$ cat src/hw/sic_pkg.sv
// package: constants and carriers for the script interrupt control block
// Functional notes
// - code 25 sets one interrupt enable
// - enable with number 255 sets global enable
// - code 26 clears one interrupt enable
// - disable with number 255 clears global enable
// - code 37 stores handler entry address
// - redefining a vector replaces old address
// - code 38 restores saved context
// - direct mode replies status 100, but status 6 for codes 37 and 38
// - nine byte frame, value msb first
package sic_pkg;
    // ------------------------------------------------------------
    // register map
    // ------------------------------------------------------------
    localparam logic [11:0] SIC_CTRL_OFS = 12'h000;
    localparam logic [11:0] SIC_STAT_OFS = 12'h004;
    localparam logic [11:0] SIC_FRAME_LO_OFS = 12'h008;
    localparam logic [11:0] SIC_FRAME_MID_OFS = 12'h00C;
    localparam logic [11:0] SIC_FRAME_HI_OFS = 12'h010;
    localparam logic [11:0] SIC_REPLY_OFS = 12'h014;
    localparam logic [11:0] SIC_PC_OFS = 12'h018;
    localparam logic [11:0] SIC_ACCU_OFS = 12'h01C;
    localparam logic [11:0] SIC_XREG_OFS = 12'h020;
    localparam logic [11:0] SIC_FLAGS_OFS = 12'h024;
    localparam logic [11:0] SIC_IEN_OFS = 12'h028;
    // ctrl bits: 0 submit frame (self clearing), 1 standalone mode
    localparam int SIC_CTRL_GO_BIT = 0;
    localparam int SIC_CTRL_SA_BIT = 1;
    // ------------------------------------------------------------
    // codes
    // ------------------------------------------------------------
    localparam logic [7:0] SIC_OP_ENABLE = 8'h19;
    localparam logic [7:0] SIC_OP_MASK = 8'h1A;
    localparam logic [7:0] SIC_OP_HANDLER_ENTRY_DEFINE_CMD = 8'h25;
    localparam logic [7:0] SIC_OP_RET = 8'h26;
    localparam logic [7:0] SIC_GLOBAL_NUM = 8'hFF;
    localparam logic [7:0] SIC_ST_OK = 8'h64;
    localparam logic [7:0] SIC_ST_BAD_SUM = 8'h01;
    localparam logic [7:0] SIC_ST_BAD_CMD = 8'h02;
    localparam logic [7:0] SIC_ST_BAD_MODE = 8'h06;
    localparam logic [31:0] SIC_ZERO_RST = 32'h0000_0000;

    typedef struct packed {
        logic [7:0] addr;
        logic [7:0] instr;
        logic [7:0] typ;
        logic [7:0] bank;
        logic [31:0] value;
        logic [7:0] csum;
    } sic_frame_t;

    typedef struct packed {
        logic [31:0] pc;
        logic [31:0] accu;
        logic [31:0] xreg;
        logic [7:0] flags;
    } sic_ctx_t;
endpackage : sic_pkg

$ cat src/hw/sic_top.sv
// file: interrupt-control command interpreter with apb slave
`timescale 1ns/1ps
`default_nettype none
module sic_top #(
    parameter int NIRQ = 32
) (
    input wire logic pclk,
    input wire logic presetn,
    input wire logic psel,
    input wire logic penable,
    input wire logic pwrite,
    input wire logic [11:0] paddr,
    input wire logic [31:0] pwdata,
    output logic [31:0] prdata,
    output logic pready,
    output logic pslverr,
    input wire logic [NIRQ-1:0] irq_in,
    output logic irq_taken
);
    localparam int AW = $clog2(NIRQ);

    // ------------------------------------------------------------
    // state
    // ------------------------------------------------------------
    typedef enum logic [1:0] {SIC_IDLE, SIC_EXEC, SIC_JUMP} sic_state_t;
    sic_state_t state_reg;
    sic_pkg::sic_frame_t frame_reg;
    sic_pkg::sic_ctx_t ctx_reg;
    sic_pkg::sic_ctx_t saved_reg;
    logic [NIRQ-1:0] ien_reg;
    logic [NIRQ-1:0] vdef_reg;
    logic [NIRQ-1:0] pend_reg;
    logic gen_reg;
    logic in_isr_reg;
    logic sa_reg;
    logic busy_reg;
    logic [7:0] status_reg;
    logic reply_valid_reg;
    logic [AW-1:0] irq_num_reg;

    logic [7:0] sum;
    logic [AW-1:0] num;
    logic is_global;
    logic num_ok;
    logic wr;
    logic rd;
    logic vec_we;
    logic [31:0] vec_rdata;
    logic [AW-1:0] vec_raddr;
    logic go;
    logic [NIRQ-1:0] ready_irq;
    logic [AW-1:0] pick;
    logic any_irq;

    assign pready = 1'b1;
    assign pslverr = 1'b0;
    assign wr = psel & penable & pwrite;
    assign rd = psel & ~pwrite;
    assign go = wr && paddr == sic_pkg::SIC_CTRL_OFS
        && pwdata[sic_pkg::SIC_CTRL_GO_BIT] && !busy_reg;

    // ------------------------------------------------------------
    // frame checks
    // ------------------------------------------------------------
    assign sum = 8'(frame_reg.addr + frame_reg.instr + frame_reg.typ
        + frame_reg.bank + frame_reg.value[31:24] + frame_reg.value[23:16]
        + frame_reg.value[15:8] + frame_reg.value[7:0]);
    assign num = frame_reg.typ[AW-1:0];
    assign is_global = frame_reg.typ == sic_pkg::SIC_GLOBAL_NUM;
    assign num_ok = frame_reg.typ < 8'(NIRQ);
    assign vec_we = state_reg == SIC_EXEC && sum == frame_reg.csum
        && frame_reg.instr == sic_pkg::SIC_OP_HANDLER_ENTRY_DEFINE_CMD && num_ok
        && sa_reg;

    // ------------------------------------------------------------
    // interrupt selection: lowest pending, enabled and defined number wins
    // ------------------------------------------------------------
    assign ready_irq = pend_reg & ien_reg & vdef_reg;
    always_comb begin
        pick = '0;
        any_irq = 1'b0;
        for (int i = NIRQ - 1; i >= 0; i--) begin
            if (ready_irq[i]) begin
                pick = AW'(i);
                any_irq = 1'b1;
            end
        end
    end
    assign vec_raddr = pick;

    sic_vec_mem #(.AW(AW), .DW(32)) u_vec (
        .pclk(pclk),
        .we(vec_we),
        .waddr(num),
        .wdata(frame_reg.value),
        .raddr(vec_raddr),
        .rdata(vec_rdata)
    );

    // ------------------------------------------------------------
    // command sequencing
    // ------------------------------------------------------------
    always_ff @(posedge pclk or negedge presetn) begin
        if (!presetn) begin
            state_reg <= SIC_IDLE;
            busy_reg <= 1'b0;
            irq_num_reg <= '0;
        end else begin
            case (state_reg)
                SIC_IDLE: begin
                    if (go) begin
                        state_reg <= SIC_EXEC;
                        busy_reg <= 1'b1;
                    end else if (gen_reg && !in_isr_reg && any_irq) begin
                        // vector read needs one cycle of memory latency
                        state_reg <= SIC_JUMP;
                        busy_reg <= 1'b1;
                        irq_num_reg <= pick;
                    end
                end
                SIC_EXEC: begin
                    state_reg <= SIC_IDLE;
                    busy_reg <= 1'b0;
                end
                SIC_JUMP: begin
                    state_reg <= SIC_IDLE;
                    busy_reg <= 1'b0;
                end
                default: begin
                    state_reg <= SIC_IDLE;
                    busy_reg <= 1'b0;
                end
            endcase
        end
    end

    // ------------------------------------------------------------
    // enables
    // ------------------------------------------------------------
    always_ff @(posedge pclk or negedge presetn) begin
        if (!presetn) begin
            ien_reg <= '0;
            gen_reg <= 1'b0;
        end else if (state_reg == SIC_EXEC && sum == frame_reg.csum) begin
            if (frame_reg.instr == sic_pkg::SIC_OP_ENABLE) begin
                if (is_global) begin
                    gen_reg <= 1'b1;
                end else if (num_ok) begin
                    ien_reg[num] <= 1'b1;
                end
            end else if (frame_reg.instr == sic_pkg::SIC_OP_MASK) begin
                if (is_global) begin
                    gen_reg <= 1'b0;
                end else if (num_ok) begin
                    ien_reg[num] <= 1'b0;
                end
            end
        end
    end

    // ------------------------------------------------------------
    // vector defined flags and pending latches
    // ------------------------------------------------------------
    always_ff @(posedge pclk or negedge presetn) begin
        if (!presetn) begin
            vdef_reg <= '0;
        end else if (vec_we) begin
            vdef_reg[num] <= 1'b1;
        end
    end

    // new event wins over the clear on dispatch
    always_ff @(posedge pclk or negedge presetn) begin
        if (!presetn) begin
            pend_reg <= '0;
        end else begin
            for (int i = 0; i < NIRQ; i++) begin
                if (irq_in[i]) begin
                    pend_reg[i] <= 1'b1;
                end else if (state_reg == SIC_JUMP && irq_num_reg == AW'(i)) begin
                    pend_reg[i] <= 1'b0;
                end
            end
        end
    end

    // ------------------------------------------------------------
    // context save, dispatch, restore
    // ------------------------------------------------------------
    always_ff @(posedge pclk or negedge presetn) begin
        if (!presetn) begin
            ctx_reg <= '0;
            saved_reg <= '0;
            in_isr_reg <= 1'b0;
        end else if (state_reg == SIC_JUMP) begin
            saved_reg <= ctx_reg;
            ctx_reg.pc <= vec_rdata;
            in_isr_reg <= 1'b1;
        end else if (state_reg == SIC_EXEC && sum == frame_reg.csum
                && frame_reg.instr == sic_pkg::SIC_OP_RET && sa_reg
                && in_isr_reg) begin
            ctx_reg <= saved_reg;
            in_isr_reg <= 1'b0;
        end else if (wr && !busy_reg) begin
            case (paddr)
                sic_pkg::SIC_PC_OFS: ctx_reg.pc <= pwdata;
                sic_pkg::SIC_ACCU_OFS: ctx_reg.accu <= pwdata;
                sic_pkg::SIC_XREG_OFS: ctx_reg.xreg <= pwdata;
                sic_pkg::SIC_FLAGS_OFS: ctx_reg.flags <= pwdata[7:0];
                default: ;
            endcase
        end
    end

    assign irq_taken = state_reg == SIC_JUMP;

    // ------------------------------------------------------------
    // reply and frame registers
    // ------------------------------------------------------------
    always_ff @(posedge pclk or negedge presetn) begin
        if (!presetn) begin
            status_reg <= 8'h00;
            reply_valid_reg <= 1'b0;
        end else if (state_reg == SIC_EXEC) begin
            reply_valid_reg <= 1'b1;
            if (sum != frame_reg.csum) begin
                status_reg <= sic_pkg::SIC_ST_BAD_SUM;
            end else if (frame_reg.instr != sic_pkg::SIC_OP_ENABLE
                    && frame_reg.instr != sic_pkg::SIC_OP_MASK
                    && frame_reg.instr != sic_pkg::SIC_OP_HANDLER_ENTRY_DEFINE_CMD
                    && frame_reg.instr != sic_pkg::SIC_OP_RET) begin
                status_reg <= sic_pkg::SIC_ST_BAD_CMD;
            end else if (!sa_reg && (frame_reg.instr == sic_pkg::SIC_OP_HANDLER_ENTRY_DEFINE_CMD
                    || frame_reg.instr == sic_pkg::SIC_OP_RET)) begin
                status_reg <= sic_pkg::SIC_ST_BAD_MODE;
            end else begin
                status_reg <= sic_pkg::SIC_ST_OK;
            end
        end else if (go) begin
            reply_valid_reg <= 1'b0;
        end
    end

    always_ff @(posedge pclk or negedge presetn) begin
        if (!presetn) begin
            frame_reg <= '0;
            sa_reg <= 1'b0;
        end else if (wr && !busy_reg) begin
            case (paddr)
                // value bytes arrive msb first in the frame
                sic_pkg::SIC_FRAME_LO_OFS: {frame_reg.addr, frame_reg.instr,
                    frame_reg.typ, frame_reg.bank} <= pwdata;
                sic_pkg::SIC_FRAME_MID_OFS: frame_reg.value <= pwdata;
                sic_pkg::SIC_FRAME_HI_OFS: frame_reg.csum <= pwdata[7:0];
                sic_pkg::SIC_CTRL_OFS: sa_reg <= pwdata[sic_pkg::SIC_CTRL_SA_BIT];
                default: ;
            endcase
        end
    end

    // ------------------------------------------------------------
    // read mux, registered
    // ------------------------------------------------------------
    always_ff @(posedge pclk or negedge presetn) begin
        if (!presetn) begin
            prdata <= sic_pkg::SIC_ZERO_RST;
        end else if (rd && !penable) begin
            case (paddr)
                sic_pkg::SIC_CTRL_OFS: prdata <= {30'h0, sa_reg, 1'b0};
                sic_pkg::SIC_STAT_OFS: prdata <= {20'h0, in_isr_reg, gen_reg,
                    busy_reg, reply_valid_reg, status_reg};
                sic_pkg::SIC_FRAME_LO_OFS: prdata <= {frame_reg.addr,
                    frame_reg.instr, frame_reg.typ, frame_reg.bank};
                sic_pkg::SIC_FRAME_MID_OFS: prdata <= frame_reg.value;
                sic_pkg::SIC_FRAME_HI_OFS: prdata <= {24'h0, frame_reg.csum};
                sic_pkg::SIC_REPLY_OFS: prdata <= {24'h0, status_reg};
                sic_pkg::SIC_PC_OFS: prdata <= ctx_reg.pc;
                sic_pkg::SIC_ACCU_OFS: prdata <= ctx_reg.accu;
                sic_pkg::SIC_XREG_OFS: prdata <= ctx_reg.xreg;
                sic_pkg::SIC_FLAGS_OFS: prdata <= {24'h0, ctx_reg.flags};
                sic_pkg::SIC_IEN_OFS: prdata <= 32'(ien_reg);
                default: prdata <= sic_pkg::SIC_ZERO_RST;
            endcase
        end
    end
endmodule : sic_top
`default_nettype wire

$ cat src/hw/sic_vec_mem.sv
// file: vector table memory with registered read data
`timescale 1ns/1ps
`default_nettype none
module sic_vec_mem #(
    parameter int AW = 5,
    parameter int DW = 32
) (
    input wire logic pclk,
    input wire logic we,
    input wire logic [AW-1:0] waddr,
    input wire logic [DW-1:0] wdata,
    input wire logic [AW-1:0] raddr,
    output logic [DW-1:0] rdata
);
    logic [DW-1:0] mem [2**AW];

    always_ff @(posedge pclk) begin
        if (we) begin
            mem[waddr] <= wdata;
        end
        rdata <= mem[raddr];
    end
endmodule : sic_vec_mem
`default_nettype wire

$ cat config.mk
export PLATFORM = sky130hd
export DESIGN_NAME = sic_top
export DESIGN_NICKNAME = d
export VERILOG_FILES = /design/src/hw/sic_pkg.sv /design/src/hw/sic_top.sv /design/src/hw/sic_vec_mem.sv
export SDC_FILE = /design/constraint.sdc
export NUM_CORES = 2
export LEC_CHECK = 0
export BUFFER_PORTS_ARGS = -buffer_cell sky130_fd_sc_hd__buf_2
export CORE_MARGIN = 2
export CORE_UTILIZATION = 30
export CTS_CLUSTER_DIAMETER = 80
export DETAILED_ROUTE_END_ITERATION = 6
export HOLD_SLACK_MARGIN = 0.08
export PLACE_DENSITY = 0.56
export SYNTH_ARGS = -nofsm -noshare
export SYNTH_HDL_FRONTEND = slang
export SYNTH_SLANG_ARGS = --single-unit
$ cat constraint.sdc
create_clock -name pclk -period 6.9 [get_ports pclk]
set_input_delay 0.345 -clock pclk [delete_from_list [all_inputs] [get_ports pclk]]
set_output_delay 0.345 -clock pclk [all_outputs]
set_load 0.01 [all_outputs]
==> impl_metrics.yaml <==
run_status:
  status: "finished with violations"
  violations: "DRC"
synthesis:
  synthFlopType: "edfxtp_1"
  syn-num-nets: 5150
  synthArstFlopShare_pct: 28.65
  seq_area_frac_synth_pct: 70.09
  syn_avg_cell_area_sq_um: 11.93
  ys_warn_count: 0
  synth_enable_flop_cells: 1024
  synthesis.area_sq_um: 59920
  ys_seq_elements: 1480
  synth_area_leaders: "edfxtp_1 51%, dfrtp_1 18%, nand2_1 9.3%, a21oi_1 2.9%, nand3_1 2.6%"
  synth_area_leader_cell: "edfxtp_1"
  synth_top_cell_area_share_pct: 51.31
  syn_inst: 5022
  ys_types: 58
timing:
  worst_pin_slew_ns: 1.241
  rsz0062_at_grt: "false"
  fin_setup_tns_ns: 0
  fin_skew_ns: 0.03163
  slew_headroom_pct: 17.09
  clock.fmax_mhz: 162.3
  period_minus_slack_ns: 6.160
  fin_crit_sh_pct: 89.28
  slew_violations: 0
  hold_viol: 0
  finalSetupViolCount: 0
detailed_routing:
  viasPerCell: 5.134
  drt_iter0_drc: 5396
  route.met3.wl_um: 13730
  wl_met2_um: 89110
  wl_per_cell_um: 24.03
  drc: 2
  ant_nets: 0
  wl_met1_um: 79800
  num_vias: 41004
  highest_layer: "met5"
  drt-total-wl_um: 191900
  dr.pass1.iters: 7
power_and_ir_drop:
  switching_share_pct: 20.41
  share_comb_of_total_power_pct: 1.0
  power_frac_clock_pct: 47.2
  finalPower_mw: 18.18
  switching_power_mw: 3.711
  p_int_mw: 14.47
  p_per_area_nw_per_um2: 258.5
  ir_drop_mv: 0.2041
  power.share.sequential_pct: 51.8
  leakage_nw: 26.56
global_route:
  grt_pass1_wl_um: 278100
  grt_pass1_vias: 39798
  overflow: 0
  grt_max_degree: 177
  track_usage_pct: 18.50
  grt_antenna_before_repair: 9
min_path:
  hold_path.class: "in -> async"
layout:
  fin_area_sq_um: 70350
  area_delta_synth_final_pct: 17.39
  final_common_cell: "nand2_1"
  final_cell_mix: "1484 x nand2_1, 1024 x edfxtp_1, 423 x dfrtp_1"
  multiInputGateArea_sq_um: 16970
  nets: 5324
  largest_reg_flops: 1024
  fill_cells: 19356
  drive_above_1_share_pct: 12.50
  seq_area_sq_um: 42000
die:
  fp.dieH_um: 450.9
  initial_core_util_pct: 30.11
  rows: 164
  die_w_um: 450.9
  fp.dieArea_sq_um: 203300
  ios: 116
  coreArea_sq_um: 199000
place:
  dpl_cell_area_sq_um: 64460
  hpwl_um: 122800
  gp_congestion: 0.9313
  place.port_buffers: 113
cts:
  clkTransAtPathRegs_ns: 0.06
  cts-root-buf: "clkbuf_16"
  cts.sinks: 1480
  insertion_delay_ns: 0.80
  htree_levels: 4
  post-cts-setup-buffers: 0
  clock_path_buffers: 3
  cts_buffers: 155
  cts_tree: "done"
critical_path:
  critPathKind: "reg -> reg"
  reg2regPathDepth: 19
  crit_end: "ctx_reg[73]"
  critPathLaunch: "frame_reg[34]"
  worst-path-max-fanout: 24
  arrival_ns: 6.88
  worstReg2RegStart: "frame_reg[34]"
  critPathLaunchType: "flip-flop"
  regToRegSetupSlack_ns: 0.74
  cp.required_ns: 7.62
  cp-end-kind: "flip-flop"
  rr_endpoint: "ctx_reg[73]"
flow_run:
  maxCapViolCount: 0
[worst min path at each step]
stage	start	endpoint	slack, ns	depth (start not counted)
4_1_cts	presetn	saved_reg[97]	0.15	2
6_report	presetn	saved_reg[100]	0.14	2
2_1_floorplan	presetn	asynchronous set/reset pin	0.05	0
3_3_place_gp	presetn	saved_reg[97]	0.40	1
3_5_place_dp	presetn	ctx_reg[87]	0.41	1
5_1_grt	presetn	saved_reg[100]	0.19	2
[synthesized netlist by cell type (19+ instances only)]
cell type,count
o21ai_1,27
dfxtp_1,32
a211oi_1,46
a21o_1,33
a22oi_1,26
edfxtp_1,1024
buf_2,19
xnor2_1,21
nor3_1,75
a22o_1,37
clkbuf_1,258
a222oi_1,45
nand2b_1,20
nor4_1,74
o21ai_0,62
nand2_1,1485
a31oi_1,34
o22ai_1,21
nor2_1,134
nand4_1,72
and2_1,40
a21oi_1,347
o21a_1,22
nand3_1,310
inv_1,57
fa_1,39
mux2_2,99
dfrtp_1,424
[through the flow]
stage	hold slack (ns)	cells	setup WS (ns)	util, %
2_1_floorplan	0.04941	5022	0.2598	-
3_3_place_gp	0.4017	7630	0.7822	32.39
3_5_place_dp	0.4065	7630	0.7431	32.39
4_1_cts	0.1501	7983	0.7204	35.34
5_1_grt	0.1878	7984	0.2962	35.34
6_report	0.1433	7986	0.7397	35.34
[power groups by stage]
stage | clock [mW] | sequential, mW | combinational, mW
after floorplan | 0 | 9.60 | 0.0397
after global placement | 0 | 9.60 | 0.160
after detailed placement | 0 | 9.60 | 0.162
after CTS | 8.71 | 9.41 | 0.192
after global routing | 9.06 | 9.41 | 0.208
final | 8.58 | 9.41 | 0.190
[worst max-delay path, cell delays in order (launching register included)]
cell     delay [ns]
dfrtp_1        0.40
fa_1           0.56
inv_1          0.06
fa_1           0.56
fa_1           0.43
fa_1           0.45
inv_1          0.08
ha_1           0.16
inv_1          0.07
fa_1           0.57
xor2_1         0.15
nand3_1        0.09
nor4_1         0.28
nand3_1        0.24
or4_2          0.65
buf_4          0.24
nand3_1        0.46
buf_12         0.29
o21ai_0        0.14
o21ai_0        0.19
[metal layers]
layer  global-route usage [%]  up-vias
met5                        0        -
met4                    8.549        8
li1                         -    18254
met2                    29.20     1686
met3                    3.150      345
met1                    24.83    20711
[final cells by class]
type                       instances  area share [%]
sequential                      1480           59.71
multi-input combinational       3186           24.12
clock buffer                     207           6.095
tap                             2656           4.724
timing repair buffer             316           3.696
clock inverter                    81           1.334
inverter                          57          0.3077
antenna                            3         0.01067
[what timing repair did]
action	CTS	global route
hold buffers	65	0
hold endpoints to repair	225	0
gates resized for setup	0	0
[kinds of logic after synthesis]
logic type                 count (synthesis)  share of synthesized area, %
adders and majority gates                 47                         1.470
DFF                                     1480                         70.09
xor gates and xnor gates                  26                        0.3800
AOI/OAI and AO/OA                        728                         7.471
buffers and inverters                    356                         2.297
and+or+nand+nor                         2280                         16.35
other                                      2                       0.01253
muxes                                    103                         1.927
Power figures use the tool's default switching activity.
